**src/core/eif_pkg.sv**
```systemverilog
// Shared constants and types for the encoder input front end
package eif_pkg;

    // ==========================================================
    // Bus geometry
    localparam int EIF_AW = 8;
    localparam int EIF_DW = 32;

    // ==========================================================
    // Register offsets (byte addresses)
    localparam logic [7:0] EIF_CTRL_OFS = 8'h00;
    localparam logic [7:0] EIF_STAT_OFS = 8'h04;

    // ==========================================================
    // Control register field positions
    localparam int EIF_CTRL_W = 10;
    localparam int EIF_F_SRC24 = 0;
    localparam int EIF_F_PULSE = 1;
    localparam int EIF_F_INV = 2;
    localparam int EIF_F_EVAL = 3;
    localparam int EIF_F_ZEN = 5;
    localparam int EIF_F_MON = 6;
    localparam int EIF_F_FSHORT = 9;

    // Differential, no inversion, all pairs monitored, single, zero load off, long filter
    localparam logic [EIF_CTRL_W-1:0] EIF_CTRL_RST = 10'h1c0;

    // ==========================================================
    // Edge evaluation modes
    typedef enum logic [1:0] {
        EIF_EV_SINGLE = 2'b00,
        EIF_EV_DOUBLE = 2'b01,
        EIF_EV_FOUR = 2'b10,
        EIF_EV_RSVD = 2'b11
    } eif_eval_type;

    // ==========================================================
    // Timing
    localparam int EIF_CLK_PERIOD_PS = 10000;
    localparam int EIF_FILT_SHORT_PS = 1500000;
    localparam int EIF_FILT_LONG_PS = 16000000;
    localparam int EIF_FAULT_PS = 1000000;
    localparam int EIF_FILT_SHORT_CYC = (EIF_FILT_SHORT_PS + EIF_CLK_PERIOD_PS - 1) / EIF_CLK_PERIOD_PS;
    localparam int EIF_FILT_LONG_CYC = (EIF_FILT_LONG_PS + EIF_CLK_PERIOD_PS - 1) / EIF_CLK_PERIOD_PS;
    localparam int EIF_FAULT_CYC = (EIF_FAULT_PS + EIF_CLK_PERIOD_PS - 1) / EIF_CLK_PERIOD_PS;
    localparam int EIF_CNT_W = 11;

endpackage

```
**src/core/eif_filter.sv**
```systemverilog
// Stable-level filter for the 24 V counter inputs
`timescale 1ns/1ns
module eif_filter #(
    parameter int N = 3,
    parameter int CW = eif_pkg::EIF_CNT_W
) (
    input wire logic core_clk_i,
    input wire logic rstn_i,
    input wire logic ce_i,
    input wire logic short_i,
    input wire logic [N-1:0] in_i,
    output logic [N-1:0] out_o
);
    import eif_pkg::*;

    // ==========================================================
    // Limit selection
    localparam logic [CW-1:0] LIM_SHORT = CW'(EIF_FILT_SHORT_CYC - 1);
    localparam logic [CW-1:0] LIM_LONG = CW'(EIF_FILT_LONG_CYC - 1);

    logic [CW-1:0] cnt_q [N];
    logic [N-1:0] out_q;
    wire logic [CW-1:0] lim = short_i ? LIM_SHORT : LIM_LONG;

    assign out_o = out_q;

    // ==========================================================
    // Per-input stability counters
    always_ff @(posedge core_clk_i or negedge rstn_i) begin
        if (!rstn_i) begin
            out_q <= '0;
            for (int i = 0; i < N; i++) begin
                cnt_q[i] <= '0;
            end
        end else if (ce_i) begin
            for (int i = 0; i < N; i++) begin
                if (in_i[i] == out_q[i]) begin
                    cnt_q[i] <= '0;
                end else if (cnt_q[i] >= lim) begin
                    out_q[i] <= in_i[i];
                    cnt_q[i] <= '0;
                end else begin
                    cnt_q[i] <= cnt_q[i] + 1'b1;
                end
            end
        end
    end

    // ==========================================================
    // Checks
    property p_filt_accept;
        @(posedge core_clk_i) disable iff (!rstn_i)
        ce_i && (in_i[0] != out_q[0]) && (cnt_q[0] >= lim) |=> out_q[0] == $past(in_i[0]);
    endproperty
    a_filt_accept: assert property (p_filt_accept) else $error("filter did not accept stable level");

    property p_filt_hold;
        @(posedge core_clk_i) disable iff (!rstn_i)
        (!ce_i || (in_i[0] == out_q[0]) || (cnt_q[0] < lim)) |=> out_q[0] == $past(out_q[0]);
    endproperty
    a_filt_hold: assert property (p_filt_hold) else $error("filter output changed too early");

endmodule

```
**src/core/eif_pair_mon.sv**
```systemverilog
// Wire-break and short-circuit monitor for one differential pair
`timescale 1ns/1ns
module eif_pair_mon #(
    parameter int CW = eif_pkg::EIF_CNT_W
) (
    input wire logic core_clk_i,
    input wire logic rstn_i,
    input wire logic ce_i,
    input wire logic en_i,
    input wire logic p_i,
    input wire logic n_i,
    output logic fault_o
);
    import eif_pkg::*;

    localparam logic [CW-1:0] LIM = CW'(EIF_FAULT_CYC - 1);

    logic [CW-1:0] cnt_q;
    logic fault_q;
    // Equal lines mean open, missing or shorted pair
    wire logic bad = (p_i == n_i);

    assign fault_o = fault_q;

    // ==========================================================
    // Persistence counter
    always_ff @(posedge core_clk_i or negedge rstn_i) begin
        if (!rstn_i) begin
            cnt_q <= '0;
            fault_q <= 1'b0;
        end else if (ce_i) begin
            if (!en_i || !bad) begin
                cnt_q <= '0;
                fault_q <= 1'b0;
            end else if (cnt_q >= LIM) begin
                fault_q <= 1'b1;
            end else begin
                cnt_q <= cnt_q + 1'b1;
            end
        end
    end

    // ==========================================================
    // Checks
    property p_mon_detect;
        @(posedge core_clk_i) disable iff (!rstn_i)
        ce_i && en_i && bad && (cnt_q >= LIM) |=> fault_q;
    endproperty
    a_mon_detect: assert property (p_mon_detect) else $error("pair fault not flagged");

    property p_mon_off;
        @(posedge core_clk_i) disable iff (!rstn_i)
        ce_i && !en_i |=> !fault_q;
    endproperty
    a_mon_off: assert property (p_mon_off) else $error("disabled pair raised fault");

endmodule

```
**src/core/eif_front_end.sv**
```systemverilog
// Encoder input front end: source select, direction decode, filter, pair monitor
`timescale 1ns/1ns
module eif_front_end (
    input wire logic core_clk_i,
    input wire logic rstn_i,
    input wire logic ce_i,
    input wire logic [eif_pkg::EIF_AW-1:0] addr_i,
    input wire logic [eif_pkg::EIF_DW-1:0] wdata_i,
    input wire logic wr_i,
    input wire logic rd_i,
    output logic [eif_pkg::EIF_DW-1:0] rdata_o,
    input wire logic a_p_i,
    input wire logic a_n_i,
    input wire logic b_p_i,
    input wire logic b_n_i,
    input wire logic z_p_i,
    input wire logic z_n_i,
    input wire logic a24_i,
    input wire logic b24_i,
    input wire logic z24_i,
    output logic fwd_pulse_o,
    output logic bwd_pulse_o,
    output logic load_req_o,
    output logic [2:0] fault_o
);
    import eif_pkg::*;

    // ==========================================================
    // Synchroniser
    wire logic [8:0] raw = {z24_i, b24_i, a24_i, z_n_i, z_p_i, b_n_i, b_p_i, a_n_i, a_p_i};
    logic [8:0] sync1_q;
    logic [8:0] sync2_q;

    always_ff @(posedge core_clk_i or negedge rstn_i) begin
        if (!rstn_i) begin
            sync1_q <= '0;
            sync2_q <= '0;
        end else if (ce_i) begin
            sync1_q <= raw;
            sync2_q <= sync1_q;
        end
    end

    // ==========================================================
    // Control register
    logic [EIF_CTRL_W-1:0] ctrl_q;
    wire logic src24 = ctrl_q[EIF_F_SRC24];
    wire logic pulse_mode = ctrl_q[EIF_F_PULSE];
    wire logic inv = ctrl_q[EIF_F_INV];
    wire eif_eval_type eval = eif_eval_type'(ctrl_q[EIF_F_EVAL +: 2]);
    wire logic zero_en = ctrl_q[EIF_F_ZEN];
    wire logic [2:0] mon_en = ctrl_q[EIF_F_MON +: 3];
    wire logic filt_short = ctrl_q[EIF_F_FSHORT];

    wire logic sel_ctrl = (addr_i == EIF_CTRL_OFS);
    wire logic sel_stat = (addr_i == EIF_STAT_OFS);

    always_ff @(posedge core_clk_i or negedge rstn_i) begin
        if (!rstn_i) begin
            ctrl_q <= EIF_CTRL_RST;
        end else if (ce_i && wr_i && sel_ctrl) begin
            ctrl_q <= wdata_i[EIF_CTRL_W-1:0];
        end
    end

    // ==========================================================
    // 24 V input filter
    wire logic [2:0] f24;

    eif_filter #(
        .N(3),
        .CW(EIF_CNT_W)
    ) u_filter (
        .core_clk_i(core_clk_i),
        .rstn_i(rstn_i),
        .ce_i(ce_i),
        .short_i(filt_short),
        .in_i(sync2_q[8:6]),
        .out_o(f24)
    );

    // ==========================================================
    // Pair monitors
    wire logic [2:0] mon_flag;
    wire logic [2:0] mon_eff = src24 ? 3'h0 : mon_en;

    for (genvar g = 0; g < 3; g++) begin : g_mon
        eif_pair_mon #(
            .CW(EIF_CNT_W)
        ) u_mon (
            .core_clk_i(core_clk_i),
            .rstn_i(rstn_i),
            .ce_i(ce_i),
            .en_i(mon_eff[g]),
            .p_i(sync2_q[2*g]),
            .n_i(sync2_q[2*g+1]),
            .fault_o(mon_flag[g])
        );
    end

    // ==========================================================
    // Level selection
    wire logic a_lvl = src24 ? f24[0] : (sync2_q[0] & ~sync2_q[1]);
    wire logic b_raw = src24 ? f24[1] : (sync2_q[2] & ~sync2_q[3]);
    wire logic z_lvl = src24 ? f24[2] : (sync2_q[4] & ~sync2_q[5]);
    wire logic b_inc = b_raw ^ inv;
    // Direction level ignores inversion in both pulse modes
    wire logic dir_fwd = src24 ? ~f24[1] : (~sync2_q[2] & sync2_q[3]);

    logic a_q;
    logic b_q;
    logic z_q;

    wire logic a_edge = a_lvl ^ a_q;
    wire logic b_edge = b_inc ^ b_q;
    wire logic a_rise = a_lvl & ~a_q;
    wire logic z_rise = z_lvl & ~z_q;

    // ==========================================================
    // Incremental decode
    wire logic a_fwd = a_lvl ^ b_inc;
    wire logic b_fwd = ~(b_inc ^ a_lvl);
    wire logic inc_fwd = (eval == EIF_EV_SINGLE) ? (a_edge & ~b_inc & a_lvl) :
                         (a_edge ? a_fwd : ((eval == EIF_EV_FOUR) & b_edge & b_fwd));
    wire logic inc_bwd = (eval == EIF_EV_SINGLE) ? (a_edge & ~b_inc & ~a_lvl) :
                         (a_edge ? ~a_fwd : ((eval == EIF_EV_FOUR) & b_edge & ~b_fwd));

    // ==========================================================
    // Pulse decode, every rising A edge counts
    wire logic pls_fwd = a_rise & dir_fwd;
    wire logic pls_bwd = a_rise & ~dir_fwd;

    wire logic fwd_d = pulse_mode ? pls_fwd : inc_fwd;
    wire logic bwd_d = pulse_mode ? pls_bwd : inc_bwd;
    wire logic load_d = zero_en & z_rise;
    wire logic [2:0] fault_d = mon_flag & mon_eff;

    logic fwd_q;
    logic bwd_q;
    logic load_q;
    logic [2:0] fault_q;
    logic [EIF_DW-1:0] rdata_q;

    wire logic [EIF_DW-1:0] stat_word = {{(EIF_DW-7){1'b0}}, dir_fwd, z_lvl, b_inc, a_lvl, fault_q};
    wire logic [EIF_DW-1:0] rd_d = !rd_i ? '0 :
                                   sel_ctrl ? {{(EIF_DW-EIF_CTRL_W){1'b0}}, ctrl_q} :
                                   sel_stat ? stat_word : '0;

    always_ff @(posedge core_clk_i or negedge rstn_i) begin
        if (!rstn_i) begin
            a_q <= 1'b0;
            b_q <= 1'b0;
            z_q <= 1'b0;
            fwd_q <= 1'b0;
            bwd_q <= 1'b0;
            load_q <= 1'b0;
            fault_q <= '0;
            rdata_q <= '0;
        end else if (ce_i) begin
            a_q <= a_lvl;
            b_q <= b_inc;
            z_q <= z_lvl;
            fwd_q <= fwd_d;
            bwd_q <= bwd_d;
            load_q <= load_d;
            fault_q <= fault_d;
            rdata_q <= rd_d;
        end
    end

    assign fwd_pulse_o = fwd_q;
    assign bwd_pulse_o = bwd_q;
    assign load_req_o = load_q;
    assign fault_o = fault_q;
    assign rdata_o = rdata_q;

    // ==========================================================
    // Checks
    property p_sync_chain;
        @(posedge core_clk_i) disable iff (!rstn_i)
        rstn_i && ce_i ##1 ce_i |=> sync2_q == $past(raw, 2);
    endproperty
    a_sync_chain: assert property (p_sync_chain) else $error("synchroniser latency wrong");

    property p_reset_ctrl;
        @(posedge core_clk_i) disable iff (!rstn_i)
        $rose(rstn_i) |-> ctrl_q == EIF_CTRL_RST;
    endproperty
    a_reset_ctrl: assert property (p_reset_ctrl) else $error("control not at reset value");

    property p_single_eval;
        @(posedge core_clk_i) disable iff (!rstn_i)
        ce_i && !pulse_mode && (eval == EIF_EV_SINGLE) && a_edge && !b_inc
        |=> (fwd_pulse_o == $past(a_lvl)) && (bwd_pulse_o == !$past(a_lvl));
    endproperty
    a_single_eval: assert property (p_single_eval) else $error("single evaluation pulse wrong");

    property p_diff_pulse_dir;
        @(posedge core_clk_i) disable iff (!rstn_i)
        ce_i && pulse_mode && !src24 && a_rise
        |=> fwd_pulse_o == ($past(!sync2_q[2]) && $past(sync2_q[3])) && (bwd_pulse_o != fwd_pulse_o);
    endproperty
    a_diff_pulse_dir: assert property (p_diff_pulse_dir) else $error("pulse direction wrong");

    property p_pulse_no_fall;
        @(posedge core_clk_i) disable iff (!rstn_i)
        ce_i && pulse_mode && !a_rise |=> !fwd_pulse_o && !bwd_pulse_o;
    endproperty
    a_pulse_no_fall: assert property (p_pulse_no_fall) else $error("pulse mode counted non-rising edge");

    property p_pulse24_dir;
        @(posedge core_clk_i) disable iff (!rstn_i)
        ce_i && pulse_mode && src24 && a_rise && f24[1] |=> bwd_pulse_o && !fwd_pulse_o;
    endproperty
    a_pulse24_dir: assert property (p_pulse24_dir) else $error("24 V direction input ignored");

    property p_mon_forced_off;
        @(posedge core_clk_i) disable iff (!rstn_i)
        ce_i && src24 |=> fault_o == 3'h0;
    endproperty
    a_mon_forced_off: assert property (p_mon_forced_off) else $error("fault shown with 24 V source");

    property p_zero_load;
        @(posedge core_clk_i) disable iff (!rstn_i)
        ce_i && z_rise |=> load_req_o == $past(zero_en);
    endproperty
    a_zero_load: assert property (p_zero_load) else $error("zero mark load request wrong");

    property p_excl;
        @(posedge core_clk_i) disable iff (!rstn_i)
        !(fwd_pulse_o && bwd_pulse_o);
    endproperty
    a_excl: assert property (p_excl) else $error("forward and backward at once");

    property p_ce_freeze;
        @(posedge core_clk_i) disable iff (!rstn_i)
        !ce_i |=> $stable(fwd_pulse_o) && $stable(bwd_pulse_o) && $stable(load_req_o) && $stable(fault_o)
                  && $stable(rdata_o) && $stable(ctrl_q) && $stable(sync2_q);
    endproperty
    a_ce_freeze: assert property (p_ce_freeze) else $error("state moved with clock enable low");

    property p_double_eval;
        @(posedge core_clk_i) disable iff (!rstn_i)
        ce_i && !pulse_mode && (eval == EIF_EV_DOUBLE) && a_edge
        |=> (fwd_pulse_o == ($past(a_lvl) != $past(b_inc))) && (bwd_pulse_o == ($past(a_lvl) == $past(b_inc)));
    endproperty
    a_double_eval: assert property (p_double_eval) else $error("double evaluation pulse wrong");

    property p_four_b_edge;
        @(posedge core_clk_i) disable iff (!rstn_i)
        ce_i && !pulse_mode && (eval == EIF_EV_FOUR) && b_edge && !a_edge
        |=> (fwd_pulse_o == ($past(a_lvl) == $past(b_inc))) && (bwd_pulse_o == ($past(a_lvl) != $past(b_inc)));
    endproperty
    a_four_b_edge: assert property (p_four_b_edge) else $error("fourfold lagging edge pulse wrong");

    property p_inc24_inv;
        @(posedge core_clk_i) disable iff (!rstn_i)
        ce_i && !pulse_mode && src24 && (eval == EIF_EV_SINGLE) && a_rise && (f24[1] == inv)
        |=> fwd_pulse_o && !bwd_pulse_o;
    endproperty
    a_inc24_inv: assert property (p_inc24_inv) else $error("24 V incremental inversion wrong");

    property p_fault_en;
        @(posedge core_clk_i) disable iff (!rstn_i)
        ce_i |=> (fault_o & ~$past(mon_en)) == 3'h0;
    endproperty
    a_fault_en: assert property (p_fault_en) else $error("fault on unmonitored pair");

    property p_stat_fault;
        @(posedge core_clk_i) disable iff (!rstn_i)
        ce_i && rd_i && sel_stat |=> rdata_o[2:0] == $past(fault_o);
    endproperty
    a_stat_fault: assert property (p_stat_fault) else $error("status fault bits wrong");

    property p_rd_idle;
        @(posedge core_clk_i) disable iff (!rstn_i)
        ce_i && !rd_i |=> rdata_o == '0;
    endproperty
    a_rd_idle: assert property (p_rd_idle) else $error("read data outside read cycle");

    property p_pulse_count;
        @(posedge core_clk_i) disable iff (!rstn_i)
        ce_i && pulse_mode && a_rise |=> fwd_pulse_o != bwd_pulse_o;
    endproperty
    a_pulse_count: assert property (p_pulse_count) else $error("pulse mode dropped a count");

    property p_load_rise;
        @(posedge core_clk_i) disable iff (!rstn_i)
        ce_i && !z_rise |=> !load_req_o;
    endproperty
    a_load_rise: assert property (p_load_rise) else $error("load request without zero mark edge");

endmodule

```
**config.mk**
```make
export PLATFORM = sky130hd
export DESIGN_NAME = eif_front_end
export DESIGN_NICKNAME = d
export VERILOG_FILES = /design/src/core/eif_pkg.sv /design/src/core/eif_filter.sv /design/src/core/eif_pair_mon.sv /design/src/core/eif_front_end.sv
export SDC_FILE = /design/constraint.sdc
export NUM_CORES = 1
export LEC_CHECK = 0
export ABC_AREA = 1
export BUFFER_PORTS_ARGS = -buffer_cell sky130_fd_sc_hd__buf_4
export CAP_MARGIN = 5
export CELL_PAD_IN_SITES_DETAIL_PLACEMENT = 2
export CELL_PAD_IN_SITES_GLOBAL_PLACEMENT = 2
export CORE_ASPECT_RATIO = 0.9
export CORE_MARGIN = 1
export CORE_UTILIZATION = 37
export CTS_BUF_LIST = sky130_fd_sc_hd__clkbuf_2 sky130_fd_sc_hd__clkbuf_4 sky130_fd_sc_hd__clkbuf_8
export DETAILED_ROUTE_END_ITERATION = 8
export PLACE_DENSITY = 0.95
export SYNTH_ARGS = -nofsm -noshare
export SYNTH_HDL_FRONTEND = slang
export SYNTH_HIERARCHICAL = 1
export SYNTH_SLANG_ARGS = --single-unit
```
**constraint.sdc**
```tcl
create_clock -name core_clk_i -period 4.29 [get_ports core_clk_i]
set_input_delay 0.858 -clock core_clk_i [delete_from_list [all_inputs] [get_ports core_clk_i]]
set_output_delay 0.858 -clock core_clk_i [all_outputs]
set_load 0.05 [all_outputs]
```
==> flow_summary.json <==
{
  "overflow": 0,
  "yosysMostFrequentCell": "nand2_1",
  "grt_max_degree": 91,
  "r2r-start": "ctrl_q[9]",
  "cap_violations": 0,
  "power_mw": 2.721,
  "rsz0062_at_grt": "false",
  "worst_setup_path_end_kind": "flip-flop",
  "fin_skew_ns": 0.01331,
  "ant_nets": 0,
  "pin_count": 92,
  "crit_family": "simple AND/OR/NAND/NOR gates",
  "cts_resized": 0,
  "nFillCells": 2261,
  "cts_setup_buffers": 0,
  "status": "complete, no violations",
  "fin_setup_tns_ns": 0,
  "vias": 6878,
  "path_buf_inv": 1,
  "cts_buffer_depth": 2,
  "clkTransAtPathRegs_ns": 0.09,
  "drt_wl_total_um": 27470,
  "fin_util_pct": 42.33,
  "path_cells": "inv_1 > ha_1 > nor2_1 > nor2_1 > nor2_1 > nand2_1 > nor2_2 > nand3_1 > nand2_1",
  "synth_common_cells": "336 x nand2_1, 116 x dfrtp_1, 106 x inv_1, 106 x nand3_1, 88 x nor2_1",
  "clock-sinks": 119,
  "dp_hpwl_um": 17770,
  "synthTopCellsByArea": "dfrtp_1 40%, nand2_1 17%, nand3_1 7.3%",
  "io_buffers": 47,
  "fin_crit_ns": 2.773,
  "drv_slew": 0,
  "critPathSlowestCell": "dfrtp_1",
  "drt-vias-per-instance": 5.395,
  "synth_top_area_cell": "dfrtp_1",
  "r2r_end": "u_filter/cnt_q[24]",
  "hold_viol_final": 0,
  "crit_arrival_ns": 3.19,
  "synth_warnings": 6,
  "internal-power_mw": 1.887,
  "vdd_drop_max_mv": 0.1957,
  "seqPwrFrac_pct": 44.3,
  "grtUsageTotal_pct": 28.63,
  "hp-class": "in2async",
  "worst-setup-path-type": "reg2reg",
  "max_slew.worst_pin.slew_ns": 1.166,
  "cp-start-kind": "flip-flop",
  "crit_fanout": 18,
  "synthCells": 970,
  "tritoncts": "yes",
  "synth_edf_count": 0,
  "dr.pass1.iters": 4,
  "h-tree-depth": 4,
  "final_nets": 1091,
  "ctsHoldBuffers": 0,
  "ys.flop_type": "dfrtp_1",
  "power.switching_mw": 0.8344,
  "die_w_um": 149.3,
  "fp.dieH_um": 134.5,
  "synthDistinctLibCells": 39,
  "holdWs_ns": 0.3106,
  "critPathRequiredTime_ns": 4.70,
  "place_congestion": 0.7723,
  "netlist_area_um2": 7222,
  "p_leak_nw": 4.247,
  "critPathMaxStageDelay_ns": 0.88,
  "initial_utilization_pct": 37.70,
  "drt_iter0_markers": 340,
  "diodes": 0,
  "period_share_pct": 64.63,
  "wl_per_cell_um": 21.54,
  "die-area_um2": 20080,
  "cts-root-buf": "clkbuf_8",
  "antenna_found_initial": 0,
  "synth-seq-cells": 119,
  "drive_gt1_share_pct": 14.15,
  "ys_seq_area_share_pct": 41.29,
  "synthToLayoutAreaGrowth_pct": 12.30,
  "core_um2": 19160,
  "switching_share_pct": 30.67,
  "grt_pass1_wl_um": 43320,
  "p_comb_share_pct": 11.1,
  "syn_avg_cell_area_um2": 7.445,
  "cts-buffers-inserted": 17,
  "synthArstFlopShare_pct": 100.0,
  "slew_headroom_pct": 22.27,
  "cellPowerDensity_nw_per_um2": 335.5,
  "route.detailed.drc": 0,
  "setup_viol": 0,
  "clock_latency_ns": 0.48,
  "synth_top_area_share_pct": 40.19,
  "reg2reg_depth": 9,
  "ff2ff_setup_slack_ns": 1.52,
  "row_count": 48,
  "grt_pass1_vias": 7687,
  "max_freq_ghz": 0.3607,
  "clkPwrFrac_pct": 44.6,
  "cp_common_cell": "nor2_1"
}
area by class of cell:
class,count,area [µm²],area share [%]
well taps,250,312.8,3.857
flip-flops and latches,119,2982,36.76
multi-input cells,712,3561,43.91
inverters,112,420.4,5.184
clock inverters,14,198.9,2.453
clock buffers,18,247.7,3.055
repair buffers,50,387.9,4.782
state kept, by name, indices dropped and copies added, names as in the netlist, 9 cells and up:
register           cells
g_mon.u_mon/cnt_q     33
u_filter/cnt_q        33
rdata_o               10
ctrl_q                10
sync2_q                9
sync1_q                9
power groups by stage:
stage / registers [mW] / clock network, mW / logic, mW
6_report: 1.21 / 1.21 / 0.303
3_5_place_dp: 1.22 / 0 / 0.293
5_1_grt: 1.21 / 1.28 / 0.327
3_3_place_gp: 1.21 / 0 / 0.267
4_1_cts: 1.20 / 1.23 / 0.305
2_1_floorplan: 1.21 / 0 / 0.192
through the flow:
stage          instance area (µm²)  setup WS (ns)  std cells
2_1_floorplan                 7301          2.389        991
3_3_place_gp                  7664          1.512       1243
3_5_place_dp                  7664          1.353       1243
4_1_cts                       8110          1.533       1275
5_1_grt                       8110          1.331       1275
6_report                      8110          1.517       1275
kinds of logic (layout without fill, tap and decap cells):
kind of cell | count (synthesis) | in the layout | share of synthesized area (%)
AOI/OAI and AO/OA | 53 | 53 | 4.574
and+or+nand+nor | 589 | 589 | 36.12
DFF | 119 | 119 | 41.29
other | 1 | 22 | 0.05193
adders and majority gates | 25 | 25 | 4.331
buffers and inverters | 160 | 194 | 10.50
muxes | 10 | 10 | 1.559
xor gates and xnor gates | 13 | 13 | 1.577
per-layer routing:
metal,part of all wire (%),track usage [%],vias to the layer above
met3,3.1,4.932,84
met2,53,51.60,187
li1,-,-,3094
met4,4.3,15.42,0
met5,0,0,-
met1,40,32.06,3513
how the worst max path moves through the flow:
stage	endpoint	cells after the start	startpoint	slack, ns
2_1_floorplan	ctrl_q[0]	5	addr_i[1]	2.39
3_3_place_gp	load_req_o	4	ce_i	1.51
3_5_place_dp	u_filter/cnt_q[28]	5	ce_i	1.35
4_1_cts	u_filter/cnt_q[28]	9	ctrl_q[9]	1.53
5_1_grt	u_filter/cnt_q[6]	9	ctrl_q[9]	1.33
6_report	u_filter/cnt_q[24]	9	ctrl_q[9]	1.52
layout by cell type, fill, tap and decap left out, drive strengths merged, types with 3 or more instances in the layout:
master and instances:
nor2 97, o21ai 24, bufinv 4, mux2 10
dfstp 3, nor3b 6, xnor2 3, nand2 353
clkbuf 18, a21oi 8, conb 22, o22ai 3
nand4 7, ha 25, nand3 122, dfrtp 116
o21bai 7, a32o 3, clkinv 9, a22o 4
inv 113, a21boi 3, xor2 10, buf 50
(Power assumes the default switching activity.)
